`src/include/smc_pkg.sv`:
```
package smc_pkg;
  timeunit 1ns;
  timeprecision 1ps;

  // ----------------------------------------------------------------
  // Register map (byte addresses, one word each)
  // ----------------------------------------------------------------
  localparam logic [7:0] ADDR_MODE = 8'h00;    // mode_switch_register
  localparam logic [7:0] ADDR_UNLOCK = 8'h04;  // clock_setting_unlock_register
  localparam logic [7:0] ADDR_WAKE = 8'h08;    // stop wake enables, line 0..3
  localparam logic [7:0] ADDR_MASK = 8'h0C;    // mask_level_register
  localparam logic [7:0] ADDR_LEVEL = 8'h10;   // interrupt_priority_register
  localparam logic [7:0] ADDR_STATUS = 8'h14;  // state and synchronized line values

  // ----------------------------------------------------------------
  // Field layout and reset values
  // ----------------------------------------------------------------
  localparam int LVL_W = 3;
  localparam int LINES = 4;
  localparam int STATE_LSB = 8;
  localparam logic [1:0] MODE_STOP = 2'h0;
  localparam logic [1:0] MODE_HALT = 2'h1;
  localparam logic [1:0] MODE_DOZE = 2'h2;
  localparam logic [1:0] MODE_RST = 2'h1;
  localparam logic [3:0] WAKE_RST = 4'h0;
  localparam logic [LVL_W-1:0] MASK_RST = 3'h0;
  localparam logic [11:0] LEVEL_RST = 12'h000;

  // ----------------------------------------------------------------
  // Unlock keys and window
  // ----------------------------------------------------------------
  localparam logic [15:0] KEY_FIRST = 16'h5A5A;
  localparam logic [15:0] KEY_SECOND = 16'hF0F0;
  localparam logic [6:0] UNLOCK_WINDOW = 7'h40;  // 64 system clock cycles

  typedef enum logic [2:0] {
    ST_NORMAL,
    ST_HALT,
    ST_DOZE,
    ST_STOP,
    ST_WAKE
  } smc_state_e;

  typedef struct packed {
    smc_state_e st;
    logic [1:0] pendMode;
    logic [1:0] appMode;
    logic [3:0] pendWake;
    logic [3:0] appWake;
    logic [LVL_W-1:0] maskLvl;
    logic [11:0] lineLvl;
    logic keyStage;
    logic winOpen;
    logic [6:0] winCnt;
    logic [3:0] sync1;
    logic [3:0] sync2;
    logic [3:0] sync3;
    logic [3:0] lineVal;
    logic pready;
    logic pslverr;
    logic [31:0] prdata;
    logic cpuClkEn;
    logic dmaClkEn;
    logic perClkEn;
    logic oscEn;
    logic busHold;
    logic wdtHold;
    logic serviceGo;
  } smc_regs_s;

endpackage : smc_pkg

```
`src/design/smc_standby_ctrl.sv`:
```
// Overview of operation
// - Sleep with request bit enters selected mode
// - IDLE exits on interrupt, NMI or reset
// - Wake only when level above mask level
// - Halt freezes core, holds bus mastership
// - Doze freezes core, bus requests still served
// - STOP exits on lines, NMI, reset; not watchdog
// - Line wakes STOP only if enabled
// - Halt stops DMA; Doze keeps DMA running
// - STOP gates oscillator, CPU and peripheral clocks
// - Mode and wake enable settings apply after keys within 64 cycles
// - Watchdog counter held during STOP, not cleared
//
// The address map and the APB slave port were left to the implementer.
module smc_standby_ctrl (
  input wire logic clk,               // System clock, 200 MHz
  input wire logic rst_n,             // Asynchronous reset, active low
  input wire logic psel,              // APB select
  input wire logic penable,           // APB access phase
  input wire logic pwrite,            // APB direction
  input wire logic [7:0] paddr,       // APB byte address
  input wire logic [31:0] pwdata,     // APB write data
  output logic pready,                // APB ready
  output logic pslverr,               // APB error, unmapped address
  output logic [31:0] prdata,         // APB read data
  input wire logic standbyReqBit,     // Core standby request bit
  input wire logic sleepExec,         // Sleep instruction executed
  input wire logic intReq,            // Interrupt controller request
  input wire logic [2:0] intLevel,    // Level of that request
  input wire logic nmiReq,            // Nonmaskable interrupt
  input wire logic nmiFromWdt,        // NMI raised by watchdog
  input wire logic rstReq,            // Reset request
  input wire logic rstFromWdt,        // Reset raised by watchdog
  input wire logic [3:0] extIntLine,  // External interrupt pins
  output logic cpuClkEn,              // Core clock enable
  output logic dmaClkEn,              // DMA clock enable
  output logic perClkEn,              // Peripheral clock enable
  output logic oscEn,                 // Oscillator enable
  output logic busHold,               // Ignore external bus requests
  output logic wdtHold,               // Freeze watchdog counter
  output logic serviceGo              // Core may service, one pulse
);
  timeunit 1ns;
  timeprecision 1ps;

  smc_pkg::smc_regs_s r_ff;
  smc_pkg::smc_regs_s nxt_r;
  logic accessWr;
  logic idleWake;
  logic stopWake;
  logic extHit;
  logic key2Hit;

  // ----------------------------------------------------------------
  // Wake decoding
  // ----------------------------------------------------------------
  // Strict greater-than: an equal level never wakes
  always_comb
  begin
    extHit = 1'b0;
    for (int i = 0; i < smc_pkg::LINES; i++)
    begin
      if (r_ff.lineVal[i] && r_ff.appWake[i] &&
          (r_ff.lineLvl[i*smc_pkg::LVL_W +: smc_pkg::LVL_W] > r_ff.maskLvl))
      begin
        extHit = 1'b1;
      end
    end
    idleWake = (intReq && (intLevel > r_ff.maskLvl)) || nmiReq || rstReq;
    // Watchdog sources sleep through STOP, its clock is gone
    stopWake = extHit || (nmiReq && !nmiFromWdt) || (rstReq && !rstFromWdt);
  end

  assign accessWr = psel && penable && r_ff.pready && pwrite;
  assign key2Hit = accessWr && (paddr == smc_pkg::ADDR_UNLOCK) &&
                   (pwdata[15:0] == smc_pkg::KEY_SECOND) && r_ff.keyStage && r_ff.winOpen;

  // ----------------------------------------------------------------
  // Next state
  // ----------------------------------------------------------------
  always_comb
  begin
    nxt_r = r_ff;
    // Three-stage pin sync; a change counts when stages two and three agree
    nxt_r.sync1 = extIntLine;
    nxt_r.sync2 = r_ff.sync1;
    nxt_r.sync3 = r_ff.sync2;
    for (int j = 0; j < smc_pkg::LINES; j++)
    begin
      if (r_ff.sync2[j] == r_ff.sync3[j])
      begin
        nxt_r.lineVal[j] = r_ff.sync3[j];
      end
    end

    // Unlock window counts down and discards late keys
    if (r_ff.winOpen)
    begin
      if (r_ff.winCnt == 7'h00)
      begin
        nxt_r.winOpen = 1'b0;
        nxt_r.keyStage = 1'b0;
      end
      else
      begin
        nxt_r.winCnt = r_ff.winCnt - 7'h01;
      end
    end

    // APB: answer in the first access cycle, write lands on that edge
    nxt_r.pready = psel && !penable;
    nxt_r.pslverr = 1'b0;
    nxt_r.prdata = 32'h0000_0000;
    if (psel && !penable)
    begin
      case (paddr)
        smc_pkg::ADDR_MODE: nxt_r.prdata = {30'h0, r_ff.appMode};
        smc_pkg::ADDR_UNLOCK: nxt_r.prdata = 32'h0000_0000;
        smc_pkg::ADDR_WAKE: nxt_r.prdata = {28'h0, r_ff.appWake};
        smc_pkg::ADDR_MASK: nxt_r.prdata = {29'h0, r_ff.maskLvl};
        smc_pkg::ADDR_LEVEL: nxt_r.prdata = {20'h0, r_ff.lineLvl};
        smc_pkg::ADDR_STATUS: nxt_r.prdata = {21'h0, r_ff.st, 4'h0, r_ff.lineVal};
        default: nxt_r.pslverr = 1'b1;
      endcase
    end
    if (accessWr)
    begin
      case (paddr)
        smc_pkg::ADDR_MODE, smc_pkg::ADDR_WAKE:
        begin
          // Staged only; the key sequence must follow within the window
          if (paddr == smc_pkg::ADDR_MODE)
          begin
            nxt_r.pendMode = pwdata[1:0];
          end
          else
          begin
            nxt_r.pendWake = pwdata[3:0];
          end
          nxt_r.winOpen = 1'b1;
          nxt_r.winCnt = smc_pkg::UNLOCK_WINDOW;
          nxt_r.keyStage = 1'b0;
        end
        smc_pkg::ADDR_UNLOCK:
        begin
          nxt_r.keyStage = r_ff.winOpen && (pwdata[15:0] == smc_pkg::KEY_FIRST);
          if (key2Hit)
          begin
            nxt_r.appMode = r_ff.pendMode;
            nxt_r.appWake = r_ff.pendWake;
            nxt_r.winOpen = 1'b0;
          end
        end
        smc_pkg::ADDR_MASK: nxt_r.maskLvl = pwdata[2:0];
        smc_pkg::ADDR_LEVEL: nxt_r.lineLvl = pwdata[11:0];
        default: nxt_r.maskLvl = r_ff.maskLvl;
      endcase
    end

    // Mode sequencer
    nxt_r.serviceGo = 1'b0;
    case (r_ff.st)
      smc_pkg::ST_NORMAL:
      begin
        if (sleepExec && standbyReqBit)
        begin
          case (r_ff.appMode)
            smc_pkg::MODE_STOP: nxt_r.st = smc_pkg::ST_STOP;
            smc_pkg::MODE_HALT: nxt_r.st = smc_pkg::ST_HALT;
            smc_pkg::MODE_DOZE: nxt_r.st = smc_pkg::ST_DOZE;
            default: nxt_r.st = smc_pkg::ST_NORMAL;
          endcase
        end
      end
      smc_pkg::ST_HALT, smc_pkg::ST_DOZE:
      begin
        if (idleWake)
        begin
          nxt_r.st = smc_pkg::ST_WAKE;
        end
      end
      smc_pkg::ST_STOP:
      begin
        if (stopWake)
        begin
          nxt_r.st = smc_pkg::ST_WAKE;
        end
      end
      smc_pkg::ST_WAKE:
      begin
        // Clocks came back last cycle; only now release the core
        nxt_r.st = smc_pkg::ST_NORMAL;
        nxt_r.serviceGo = 1'b1;
      end
      default: nxt_r.st = smc_pkg::ST_NORMAL;
    endcase

    // Clock and bus controls follow the next state
    nxt_r.cpuClkEn = (nxt_r.st == smc_pkg::ST_NORMAL) || (nxt_r.st == smc_pkg::ST_WAKE);
    nxt_r.dmaClkEn = !(nxt_r.st inside {smc_pkg::ST_HALT, smc_pkg::ST_STOP});
    nxt_r.perClkEn = (nxt_r.st != smc_pkg::ST_STOP);
    nxt_r.oscEn = (nxt_r.st != smc_pkg::ST_STOP);
    nxt_r.busHold = (nxt_r.st == smc_pkg::ST_HALT);
    nxt_r.wdtHold = (nxt_r.st == smc_pkg::ST_STOP);
  end

  // ----------------------------------------------------------------
  // State register
  // ----------------------------------------------------------------
  always_ff @(posedge clk or negedge rst_n)
  begin
    if (!rst_n)
    begin
      r_ff <= '0;
      r_ff.st <= smc_pkg::ST_NORMAL;
      r_ff.pendMode <= smc_pkg::MODE_RST;
      r_ff.appMode <= smc_pkg::MODE_RST;
      r_ff.pendWake <= smc_pkg::WAKE_RST;
      r_ff.appWake <= smc_pkg::WAKE_RST;
      r_ff.maskLvl <= smc_pkg::MASK_RST;
      r_ff.lineLvl <= smc_pkg::LEVEL_RST;
      r_ff.cpuClkEn <= 1'b1;
      r_ff.dmaClkEn <= 1'b1;
      r_ff.perClkEn <= 1'b1;
      r_ff.oscEn <= 1'b1;
    end
    else
    begin
      r_ff <= nxt_r;
    end
  end

  assign pready = r_ff.pready;
  assign pslverr = r_ff.pslverr;
  assign prdata = r_ff.prdata;
  assign cpuClkEn = r_ff.cpuClkEn;
  assign dmaClkEn = r_ff.dmaClkEn;
  assign perClkEn = r_ff.perClkEn;
  assign oscEn = r_ff.oscEn;
  assign busHold = r_ff.busHold;
  assign wdtHold = r_ff.wdtHold;
  assign serviceGo = r_ff.serviceGo;
endmodule : smc_standby_ctrl

```
`config.mk`:
```
export PLATFORM = sky130hd
export DESIGN_NAME = smc_standby_ctrl
export DESIGN_NICKNAME = d
export VERILOG_FILES = /design/src/include/smc_pkg.sv /design/src/design/smc_standby_ctrl.sv
export SDC_FILE = /design/constraint.sdc
export NUM_CORES = 1
export LEC_CHECK = 0
export BUFFER_PORTS_ARGS = -buffer_cell sky130_fd_sc_hd__buf_2
export CAP_MARGIN = 20
export CORE_MARGIN = 4
export CORE_UTILIZATION = 52
export DETAILED_ROUTE_END_ITERATION = 16
export GPL_TIMING_DRIVEN = 1
export HOLD_SLACK_MARGIN = 0.06
export PLACE_DENSITY_LB_ADDON = 0.2
export SETUP_SLACK_MARGIN = 0.15
export SLEW_MARGIN = 30
export SYNTH_ARGS = -nofsm -noshare
export SYNTH_HDL_FRONTEND = slang
export SYNTH_SLANG_ARGS = --single-unit
```
`constraint.sdc`:
```
create_clock -name clk -period 2.22 [get_ports clk]
set_clock_uncertainty 0.15 [all_clocks]
set_input_delay 0.666 -clock clk [delete_from_list [all_inputs] [get_ports clk]]
set_output_delay 0.666 -clock clk [all_outputs]
set_load 0.01 [all_outputs]
```
==> summary.txt, run 1 <==
CTS
  • CTS Root Buffer Type: sky130_fd_sc_hd__clkbuf_8
  • Cts bufs inserted: 9
  • Clock network latency to the later pin of the worst-skew pair: between 0.3 and 0.4 ns
  • Clock tree from TritonCTS: yes
  • # clock sinks: 75
  • Largest buffer count on any clock path: 2
  • H-Tree Level Count: 3
  • Clock Pin Slew Worst Setup and Hold Paths: 0.08 ns

STA
  • Min Clock Period, post-route: about 2.6 ns
  • Unrepaired setup endpoints after global routing: yes
  • Final critical-path share of the clock period: 119%
  • Final number of max-transition violations: 0
  • Worst slew margin relative to its limit: approximately 65%
  • Final hold violation count: 0
  • Sum Neg Setup Slack: -7.72 ns
  • Highest clock rate: between 300 and 400 MHz
  • Finish-stage setup viols: 34
  • Setup slack after layout: -0.412 ns
  • WHS: approximately 0.18 ns
  • Transition time at the pin with the least slew margin: ~0.52 ns

Power and ir drop
  • Peak supply drop: ~0.67 mV
  • Leakage power of the design: 2.29 nW
  • Switching share of power: 28.0%
  • Internal power component: around 2.5 mW
  • Comb pwr share: a little under a fifth
  • Clock network power share: approximately a third
  • Power spent charging and discharging nets: 962 uW
  • Fraction of power consumed by sequential logic: a little under half
  • Power per unit of standard cell area: between 700 and 800 nW/um^2

Floorplan
  • Die width: 92.0 microns
  • I/O pin count: 100
  • Floorplan die height: 92.0 microns
  • Area of the die: 8450 sq um
  • Row count: 30
  • Initial core utilization: a little over half
  • CORE AREA: around 7000 sq um

Place
  • Routability cong.: around 0.86
  • Half-perimeter wire length after placement: approximately 5.9 mm
  • Number of buffers inserted by port buffering: 63
  • Cell total after placement: about 500
  • Setup Slack @ Placement: -0.943 ns

Critical path
  • CP arrival: between 2 and 3 ns
  • End of the worst register-to-register path: r_ff[90]$_DFFE_PN0P_
  • Register-to-register path setup slack: between 0.1 and 0.15 ns
  • Path depth of the worst reg2reg path: 7
  • Startpoint of the worst-slack reg-to-reg timing path: r_ff[64]$_DFF_PN0_
  • Crit start category: input pin
  • Required time reported for the critical path endpoint: between 2 and 2.5 ns
  • CP Class: in2reg
  • Top fanout value on the critical path: 7
  • Crit. End Element: flop

Detailed routing
  • DRT iter0 DRCs: ~170
  • Antenna Nets Post-Route: 0
  • Detail-routed via count per cell: 5.01
  • Routed length per placed instance: 15.3 microns
  • Drc violations: 0
  • Drt first pass iters: 4
  • WL final: roughly 7.8 mm
  • Vias post-DR: about 2,500

GRT
  • Global-route congestion overflow total: 0
  • Wire length of the first global-routing pass: 13.4 mm
  • Number of global-route vias before repair: around 2,700
  • Overall Global Routing Usage: 20.5%
  • Antenna violations before repair: 0
  • Maximum number of pins on one net before global-route repair: 76

Synth
  • Post-Synthesis Cells: between 300 and 400
  • Distinct cell type count after synthesis: 46
  • Total standard cell area after synthesis: around 3700 sq um
  • Main synth FF type: sky130_fd_sc_hd__dfrtp_1
  • Top cells by area in the synthesized netlist: sky130_fd_sc_hd__dfrtp_1 48%, sky130_fd_sc_hd__buf_4 6.8%, sky130_fd_sc_hd__mux2_2 6.1%
  • Mean Syn Cell Area: between 10 and 15 sq um
  • Share of the yosys chip area belonging to registers: around half
  • Cell taking the most area after synthesis: sky130_fd_sc_hd__dfrtp_1
  • Number of enable-type register cells in the synthesized netlist: 0
  • Ys Warns: 0
  • Proportion of netlist area held by the largest area contributor: a little under half
  • Async S/R FF share, synth: between 90% and 100%
  • #FFs+latches synth: 75

Hold path
  • Worst min-delay path category: in2async

Finish
  • Antenna diode count: 0
  • Most common cell after layout, fill and taps aside: sky130_fd_sc_hd__dfrtp_1
  • Area overhead of the layout relative to synthesis: 23.8%
  • Share of post-route cells with drive strength above 1: 39.7%
  • Most used cells in the layout excluding fill and tap cells: 69 x sky130_fd_sc_hd__dfrtp_1, 62 x sky130_fd_sc_hd__buf_2, 24 x sky130_fd_sc_hd__nor2_1
  • Count of filler cells inserted in the layout: 556
  • Count of nets after finishing: approximately 480
  • Non-filler cells in the finished layout: 509

Outcome
  • Result of the run: complete, but fails checks
  • Failing checks: setup timing

Flow run
  • Total of max-cap violations: 0
state kept, by name (all words and copies together) (netlist names):
name       flops
busHold        1
cpuClkEn       1
dmaClkEn       1
nxt_r          8
oscEn          1
prdata        12
pready         1
pslverr        1
r_ff          47
serviceGo      1
wdtHold        1
per-stage QoR:
step                power [mW]  cell area [sq um]  utilization, %
finish                    3.43               4540            66.4
global route              3.64               4540            66.4
CTS                       3.43               4480            65.5
detailed placement        2.27               4140            60.6
global placement          2.26               4140            60.6
floorplan                 2.06               3780               -
how the worst max path moves through the flow:
stage,startpoint,end,depth (start not counted)
after floorplan,paddr[1],r_ff[81]$_DFFE_PN0P_,6
after global placement,paddr[1],r_ff[81]$_DFFE_PN0P_,7
after detailed placement,paddr[1],r_ff[90]$_DFFE_PN0P_,7
after CTS,paddr[6],r_ff[90]$_DFFE_PN0P_,7
after global routing,paddr[6],r_ff[90]$_DFFE_PN0P_,7
final,paddr[6],r_ff[90]$_DFFE_PN0P_,7
area by class of cell:
class                      count  area, sq um  area share [%]
inverter                      16         60.1            1.32
clock inverter                 6         90.1            1.99
sequential                    75         1880            41.5
multi-input combinational    214         1680            37.1
tap                           96          120            2.65
timing repair buffer          92          571            12.6
clock buffer                  10          128            2.81
layer usage:
| metal | routed length, microns | GRT usage [%] | up-vias |
|---|---|---|---|
| li1 | - | - | 1240 |
| met1 | 3520 | 26.7 | 1227 |
| met2 | 3700 | 33.3 | 73 |
| met3 | 451 | 5.41 | 9 |
| met4 | 127 | 7.05 | 0 |
| met5 | 0 | 0 | - |
what timing repair did:
item | in CTS | in global routing
endpoints found under the setup margin | 47 | 49
pin swaps | 10 | 9
gates resized for setup | 25 | 13
buffers inserted | 2 | 1
endpoints found under the hold margin | 0 | 0
hold buffers | 0 | 0
power groups by stage:
stage                     clock network [mW]  registers [mW]  logic [mW]
after floorplan                            0            1.67       0.393
after global placement                     0            1.66       0.592
after detailed placement                   0            1.67       0.603
after CTS                               1.17            1.64       0.617
after global routing                    1.24            1.67       0.731
final                                   1.15            1.64       0.636
critical path, cell delays in order:
cell,delay [ns]
sky130_fd_sc_hd__buf_6,0.09
sky130_fd_sc_hd__or4_4,0.55
sky130_fd_sc_hd__nor4_4,0.36
sky130_fd_sc_hd__nand4_1,0.16
sky130_fd_sc_hd__or4_4,0.43
sky130_fd_sc_hd__buf_6,0.16
sky130_fd_sc_hd__mux2_4,0.30
cell usage after synthesis (4+ instances only):
cell type                  number
sky130_fd_sc_hd__nand4_1        5
sky130_fd_sc_hd__nor2_1        25
sky130_fd_sc_hd__buf_4         33
sky130_fd_sc_hd__ha_1          17
sky130_fd_sc_hd__dfrtp_1       70
sky130_fd_sc_hd__and2_1         7
sky130_fd_sc_hd__nand2b_1       7
sky130_fd_sc_hd__mux2i_1        8
sky130_fd_sc_hd__mux2_2        20
sky130_fd_sc_hd__inv_1         16
sky130_fd_sc_hd__o21ai_0       13
sky130_fd_sc_hd__mux2_4         6
sky130_fd_sc_hd__nor3_1         4
sky130_fd_sc_hd__nand2_1       23
sky130_fd_sc_hd__o22a_1         4
sky130_fd_sc_hd__nor2b_1        6
sky130_fd_sc_hd__nand3_1        7
sky130_fd_sc_hd__dfstp_2        5
sky130_fd_sc_hd__maj3_1         4
logic make-up after synthesis:
logic type / Yosys count / synth area share [%]
other cells: 1 / 0.102
mux: 34 / 10.8
xor+xnor: 5 / 1.20
compound gates: 32 / 5.80
fa+ha+maj: 21 / 6.90
simple gates: 102 / 14.6
flops: 75 / 51.4
buf+inv: 54 / 9.18
(Power assumes the default switching activity.)
==> run 2, diff against run 1 <==
- CAP_MARGIN: 20 -> 15
- clock period: 2.22 -> 2.9 ns (I/O delays scaled with it)
==> summary.txt, run 2 (synthesis gave the netlist of run 1 again) <==
Floorplan
  • Initial core utilization: 53.6% (unchanged)
  • Area of the die: 8450 sq um (unchanged)
  • I/O pin count: 100 (unchanged)
  • Floorplan die height: 92.0 microns (unchanged)
  • CORE AREA: 6830 sq um (unchanged)
  • Row count: 30 (unchanged)
  • Die width: 92.0 microns (unchanged)

STA
  • Worst slew margin relative to its limit: 61.0% (was 64.7%)
  • Final critical-path share of the clock period: 97.6%
  • Final hold violation count: 0 (unchanged)
  • Finish-stage setup viols: 0 (was 34)
  • Setup slack after layout: 0.0688 ns (was -0.412 ns)
  • Highest clock rate: 353 MHz
  • Min Clock Period, post-route: ~2.8 ns
  • Unrepaired setup endpoints after global routing: yes (unchanged)
  • Final number of max-transition violations: 0 (unchanged)
  • Transition time at the pin with the least slew margin: 0.585 ns (was 0.522 ns)

Hold path
  • Worst min-delay path category: reg2reg (was in2async)

Flow run
  • Total of max-cap violations: 0 (unchanged)

Critical path
  • Crit. End Element: flop (unchanged)
  • Crit path largest cell delay: 0.54 ns (was 0.55 ns)
  • CP Class: in2reg (unchanged)
  • Required time reported for the critical path endpoint: 2.99 ns (was 2.31 ns)
  • Top fanout value on the critical path: 7 (unchanged)
  • Crit start category: input pin (unchanged)
  • CP cell instances: buf_6, or4_4, nor4_2, buf_4, nand4_1, or4_4, buf_6, mux2_4 (was buf_6, or4_4, nor4_4, nand4_1, or4_4, buf_6, mux2_4)
  • CP arrival: 2.92 ns (was 2.72 ns)
  • Standard cell with the maximum stage delay on the critical path: sky130_fd_sc_hd__or4_4 (unchanged)

CTS
  • # clock sinks: 75 (unchanged)
  • Clock network latency to the later pin of the worst-skew pair: 0.35 ns (about the same)
  • Clock Pin Slew Worst Setup and Hold Paths: 0.08 ns (about the same)
  • Largest buffer count on any clock path: 2 (unchanged)
  • Cts bufs inserted: 9 (unchanged)
  • CTS Root Buffer Type: sky130_fd_sc_hd__clkbuf_8 (unchanged)
  • H-Tree Level Count: 3 (unchanged)
  • Clock tree from TritonCTS: yes (unchanged)

Place
  • Number of buffers inserted by port buffering: 63 (unchanged)
  • Setup Slack @ Placement: -0.435 ns (was -0.943 ns)
  • Half-perimeter wire length after placement: 5.70 mm (was 5.88 mm)
  • Routability cong.: 0.855 (was 0.862)
  • Instance area after placement: 4050 sq um (was 4140 sq um)

GRT
  • Global-route congestion overflow total: 0 (unchanged)
  • Maximum number of pins on one net before global-route repair: 51 (was 76)
  • Antenna violations before repair: 0 (unchanged)
  • Number of global-route vias before repair: 2,524 (was 2,710)
  • Wire length of the first global-routing pass: 12.3 mm (was 13.4 mm)
  • Overall Global Routing Usage: 18.9% (was 20.5%)

Finish
  • Count of nets after finishing: 472 (was 484)
  • Antenna diode count: 0 (unchanged)
  • Footprint of the multi-input gates: 1560 sq um (was 1680 sq um)
  • Area overhead of the layout relative to synthesis: 17.7% (was 23.8%)
  • Sequential cell area: 1880 sq um (about the same)
  • Number of flip-flops under the largest register name: 47 (unchanged)
  • Share of post-route cells with drive strength above 1: 34.7% (was 39.7%)
  • Finished Cell Area: 4310 sq um (was 4540 sq um)
  • Most common cell after layout, fill and taps aside: sky130_fd_sc_hd__dfrtp_1 (unchanged)
  • Count of filler cells inserted in the layout: 565 (was 556)
  • Biggest register: r_ff (unchanged)
  • Most used cells in the layout excluding fill and tap cells: 70 x sky130_fd_sc_hd__dfrtp_1, 62 x sky130_fd_sc_hd__buf_2, 24 x sky130_fd_sc_hd__nor2_1 (was 69 x sky130_fd_sc_hd__dfrtp_1, 62 x sky130_fd_sc_hd__buf_2, 24 x sky130_fd_sc_hd__nor2_1)

Detailed routing
  • Drc violations: 0 (unchanged)
  • Routed length per placed instance: 15.0 microns (was 15.3 microns)
  • Detail-routed via count per cell: 5.14 (was 5.01)
  • Antenna Nets Post-Route: 0 (unchanged)
  • WL final: 7.45 mm (was 7.79 mm)
  • Vias post-DR: 2,554 (was 2,549)
  • Drt first pass iters: 4 (unchanged)
  • DRT iter0 DRCs: 95 (was 166)

Power and ir drop
  • Peak supply drop: 0.521 mV (was 0.672 mV)
  • Pwr Total: 2.53 mW (was 3.43 mW)
  • Power per unit of standard cell area: 587 nW/um^2 (was 757 nW/um^2)
  • Leakage power of the design: 2.19 nW (was 2.29 nW)

Outcome
  • Result of the run: finished clean (was complete, but fails checks)
run 2: changes by cell type in the layout (fill, tap and decap cells not counted), moves of 3 or more:
cell and change:
sky130_fd_sc_hd__buf_4 -9, sky130_fd_sc_hd__buf_6 -4, sky130_fd_sc_hd__inv_1 +3, sky130_fd_sc_hd__inv_2 -3
sky130_fd_sc_hd__nor4_4 -3
run 2: power by group:
part	internal, mW	total, mW	switching (mW)	leakage (nW)
logic	0.198	0.435	0.237	1.13
registers	1.17	1.26	0.0928	0.961
clock network	0.428	0.833	0.405	0.103
total	1.80	2.53	0.736	2.19
run 2: what timing repair did:
item | 4_1_cts | 5_1_grt
endpoints found under the setup margin | 18 | 29
setup buffers | 0 | 1
resized for setup | 7 | 3
pin swaps | 6 | 3
hold endpoints to repair | 0 | 0
hold buffers | 0 | 0
run 2: layout make-up:
cell class,instances,area share (%)
clock buffer,10,3.19
clock inverter,6,1.68
inverter,16,1.39
multi-input combinational,214,36.2
sequential,75,43.7
tap,96,2.79
timing repair buffer,80,11.1
run 2: routing by layer:
metal | vias to the layer above | track usage, % | wire, microns
li1 | 1222 | - | -
met1 | 1243 | 24.7 | 3370
met2 | 78 | 30.6 | 3520
met3 | 11 | 4.59 | 429
met4 | 0 | 6.81 | 121
met5 | - | 0 | 0
run 2: stage by stage:
stage | setup TNS (ns) | instances | utilization (%) | hold WS, ns
6_report | 0 | 497 | 63.1 | 0.203
5_1_grt | 0 | 497 | 63.1 | 0.211
4_1_cts | 0 | 496 | 62.8 | 0.204
2_1_floorplan | -0.741 | 343 | - | 0.181
3_3_place_gp | -7.88 | 480 | 59.3 | 0.183
3_5_place_dp | -8.69 | 480 | 59.3 | 0.185
run 2: worst paths after layout:
check / slack, ns / end / cells past startpoint / from
max in group asynchronous: 1.59 / r_ff[81]$_DFFE_PN0P_ / 2 / rst_n
hold reg to reg: 0.20 / nxt_r[47]$_DFF_PN0_ / 0 / nxt_r[51]$_DFF_PN0_
min in group asynchronous: 0.36 / prdata[11]$_DFF_PN0_ / 1 / rst_n
setup / recovery: 0.07 / r_ff[81]$_DFFE_PN0P_ / 8 / paddr[6]
hold / removal: 0.20 / nxt_r[47]$_DFF_PN0_ / 0 / nxt_r[51]$_DFF_PN0_
setup reg to reg: 0.51 / oscEn$_DFF_PN1_ / 8 / r_ff[79]$_DFFE_PN0P_
run 2: critical path: cells and delay by family:
kind / cells / cell delay (ns)
simple gates: 4 / 1.34
buf+inv: 3 / 0.41
mux: 1 / 0.29
==> run 3, diff against run 2 <==
- CORE_UTILIZATION: 52 -> 55
- MAX_ROUTING_LAYER: unset -> met4
- clock period: 2.9 -> 3.6 ns (I/O delays scaled with it)
==> summary.txt, run 3 (synthesis gave the netlist of run 1 again) <==
CTS
  • # clock sinks: 75 (unchanged)
  • Post-cts hold buffer count: 0 (unchanged)
  • Cts bufs inserted: 9 (unchanged)
  • H-Tree Level Count: 3 (unchanged)
  • Quantity of gates resized following cts: 0 (was 7)
  • Largest buffer count on any clock path: 2 (unchanged)
  • Clock network latency to the later pin of the worst-skew pair: 0.35 ns (about the same)
  • CTS Root Buffer Type: sky130_fd_sc_hd__clkbuf_8 (unchanged)
  • Clock Pin Slew Worst Setup and Hold Paths: 0.07 ns (was 0.08 ns)
  • Post-CTS Setup Inserts: 0 (unchanged)
  • Clock tree from TritonCTS: yes (unchanged)

Critical path
  • Path depth of the worst reg2reg path: 8 (unchanged)
  • Startpoint of the worst-slack reg-to-reg timing path: r_ff[79]$_DFFE_PN0P_ (unchanged)
  • Register-to-register path setup slack: 1.24 ns (was 0.51 ns)
  • CP Class: in2reg (unchanged)
  • CP arrival: 3.26 ns (was 2.92 ns)
  • End of the worst register-to-register path: oscEn$_DFF_PN1_ (unchanged)
  • Crit. End Element: flop (unchanged)
  • Top fanout value on the critical path: 7 (unchanged)
  • Crit start category: input pin (unchanged)
  • Required time reported for the critical path endpoint: 3.68 ns (was 2.99 ns)

Floorplan
  • I/O pin count: 100 (unchanged)
  • Area of the die: 8030 sq um (was 8450 sq um)
  • Row count: 29 (was 30)
  • Initial core utilization: 57.1% (was 53.6%)
  • CORE AREA: 6420 sq um (was 6830 sq um)
  • Die width: 89.6 microns (was 92.0 microns)
  • Floorplan die height: 89.6 microns (was 92.0 microns)

Detailed routing
  • DRT iter0 DRCs: 135 (was 95)
  • Drc violations: 0 (unchanged)
  • Drt first pass iters: 4 (unchanged)
  • Antenna Nets Post-Route: 0 (unchanged)
  • Detail-routed via count per cell: 5.27 (was 5.14)
  • WL final: 7.17 mm (was 7.45 mm)
  • Routed length per placed instance: 15.3 microns (was 15.0 microns)
  • Vias post-DR: 2,479 (was 2,554)

Finish
  • Area overhead of the layout relative to synthesis: 13.8% (was 17.7%)
  • Antenna diode count: 0 (unchanged)
  • Biggest register: r_ff (unchanged)
  • Number of flip-flops under the largest register name: 47 (unchanged)
  • Most common cell after layout, fill and taps aside: sky130_fd_sc_hd__dfrtp_1 (unchanged)
  • Most used cells in the layout excluding fill and tap cells: 70 x sky130_fd_sc_hd__dfrtp_1, 63 x sky130_fd_sc_hd__buf_2, 25 x sky130_fd_sc_hd__nor2_1 (was 70 x sky130_fd_sc_hd__dfrtp_1, 62 x sky130_fd_sc_hd__buf_2, 24 x sky130_fd_sc_hd__nor2_1)
  • Count of nets after finishing: 464 (was 472)
  • Share of post-route cells with drive strength above 1: 31.0% (was 34.7%)

Place
  • Routability cong.: 0.852 (was 0.855)
  • Number of buffers inserted by port buffering: 63 (unchanged)
  • Half-perimeter wire length after placement: 5.31 mm (was 5.70 mm)

STA
  • Transition time at the pin with the least slew margin: 0.659 ns (was 0.585 ns)
  • Final critical-path share of the clock period: between 80% and 90%
  • Finish-stage setup viols: 0 (unchanged)
  • Sum Neg Setup Slack: 0 ns (unchanged)
  • Unrepaired setup endpoints after global routing: no (was yes)
  • Highest clock rate: ~310 MHz
  • Final number of max-transition violations: 0 (unchanged)
  • Min Clock Period, post-route: approximately 3.2 ns
  • Worst slew margin relative to its limit: 56.1% (was 61.0%)
  • Final hold violation count: 0 (unchanged)

Flow run
  • Total of max-cap violations: 0 (unchanged)

GRT
  • Global-route congestion overflow total: 0 (unchanged)
  • Maximum number of pins on one net before global-route repair: 76 (was 51)
  • Wire length of the first global-routing pass: 11.3 mm (was 12.3 mm)
  • Number of global-route vias before repair: 2,378 (was 2,524)
  • Overall Global Routing Usage: 20.0% (was 18.9%)
  • Antenna violations before repair: 0 (unchanged)

Power and ir drop
  • Leakage power of the design: 2.14 nW (was 2.19 nW)
  • Peak supply drop: 0.355 mV (was 0.521 mV)
  • Power per unit of standard cell area: 500 nW/um^2 (was 587 nW/um^2)
  • Pwr Total: 2.09 mW (was 2.53 mW)

Hold path
  • Startpoint of the tightest hold check path: nxt_r[50]$_DFF_PN0_ (was nxt_r[51]$_DFF_PN0_)
  • Worst Hold Path Cells: 0 (unchanged)
  • Hold Path End: nxt_r[46]$_DFF_PN0_ (was nxt_r[47]$_DFF_PN0_)
  • Worst min-delay path category: reg2reg (unchanged)

Outcome
  • Result of the run: finished clean (unchanged)
-- run 3: changes by cell type in the layout (fill, tap and decap cells not counted), moves of 3 or more --
cell	before	now
sky130_fd_sc_hd__nand2_2	3	0
sky130_fd_sc_hd__nand2_1	20	23
sky130_fd_sc_hd__clkinv_4	3	0
sky130_fd_sc_hd__buf_4	14	8
-- run 3: how the worst max path moves through the flow --
| stage | startpoint | end | slack (ns) | cells past startpoint |
|---|---|---|---|---|
| after global routing | paddr[1] | r_ff[83]$_DFFE_PN0P_ | 0.38 | 8 |
| after global placement | paddr[1] | r_ff[81]$_DFFE_PN0P_ | 0.08 | 8 |
| after floorplan | paddr[1] | r_ff[81]$_DFFE_PN0P_ | 0.36 | 6 |
| final | paddr[1] | r_ff[81]$_DFFE_PN0P_ | 0.42 | 8 |
| after detailed placement | paddr[1] | r_ff[81]$_DFFE_PN0P_ | 0.08 | 8 |
| after CTS | paddr[1] | r_ff[81]$_DFFE_PN0P_ | 0.44 | 8 |
-- run 3: routing by layer --
layer | global-route usage (%) | part of all wire (%)
met2 | 29.7 | 46
met3 | 3.65 | 6.7
met5 | - | 0
met1 | 25.6 | 44
met4 | 11.9 | 3.0
-- run 3: final cells by class --
class | count | area (sq um)
clock buffer | 12 | 155
clock inverter | 4 | 72.6
fill | 501 | 2250
inverter | 16 | 60.1
multi-input combinational | 214 | 1520
sequential | 75 | 1880
tap | 77 | 96.3
timing repair buffer | 72 | 387
-- run 3: report_power, final --
group          leakage, nW  switching, mW  internal [mW]
clock network        0.113          0.302          0.427
logic                 1.06          0.187          0.153
registers            0.961         0.0724          0.943
-- run 3: per-stage QoR --
step | utilization (%) | instance area [sq um] | instances | setup WS [ns] | hold slack (ns)
6_report | 64.9 | 4170 | 470 | 0.425 | 0.201
5_1_grt | 64.9 | 4170 | 470 | 0.381 | 0.212
4_1_cts | 64.9 | 4170 | 470 | 0.442 | 0.203
3_5_place_dp | 61.3 | 3940 | 454 | 0.0754 | 0.186
3_3_place_gp | 61.3 | 3940 | 454 | 0.0773 | 0.182
2_1_floorplan | - | 3740 | 343 | 0.364 | 0.181
-- run 3: worst max-delay path: stages --
cell	delay, ns
sky130_fd_sc_hd__buf_2	0.09
sky130_fd_sc_hd__or4_4	0.54
sky130_fd_sc_hd__nor4_2	0.25
sky130_fd_sc_hd__buf_4	0.17
sky130_fd_sc_hd__nand4_1	0.11
sky130_fd_sc_hd__or4_1	0.51
sky130_fd_sc_hd__buf_4	0.19
sky130_fd_sc_hd__mux2_4	0.30
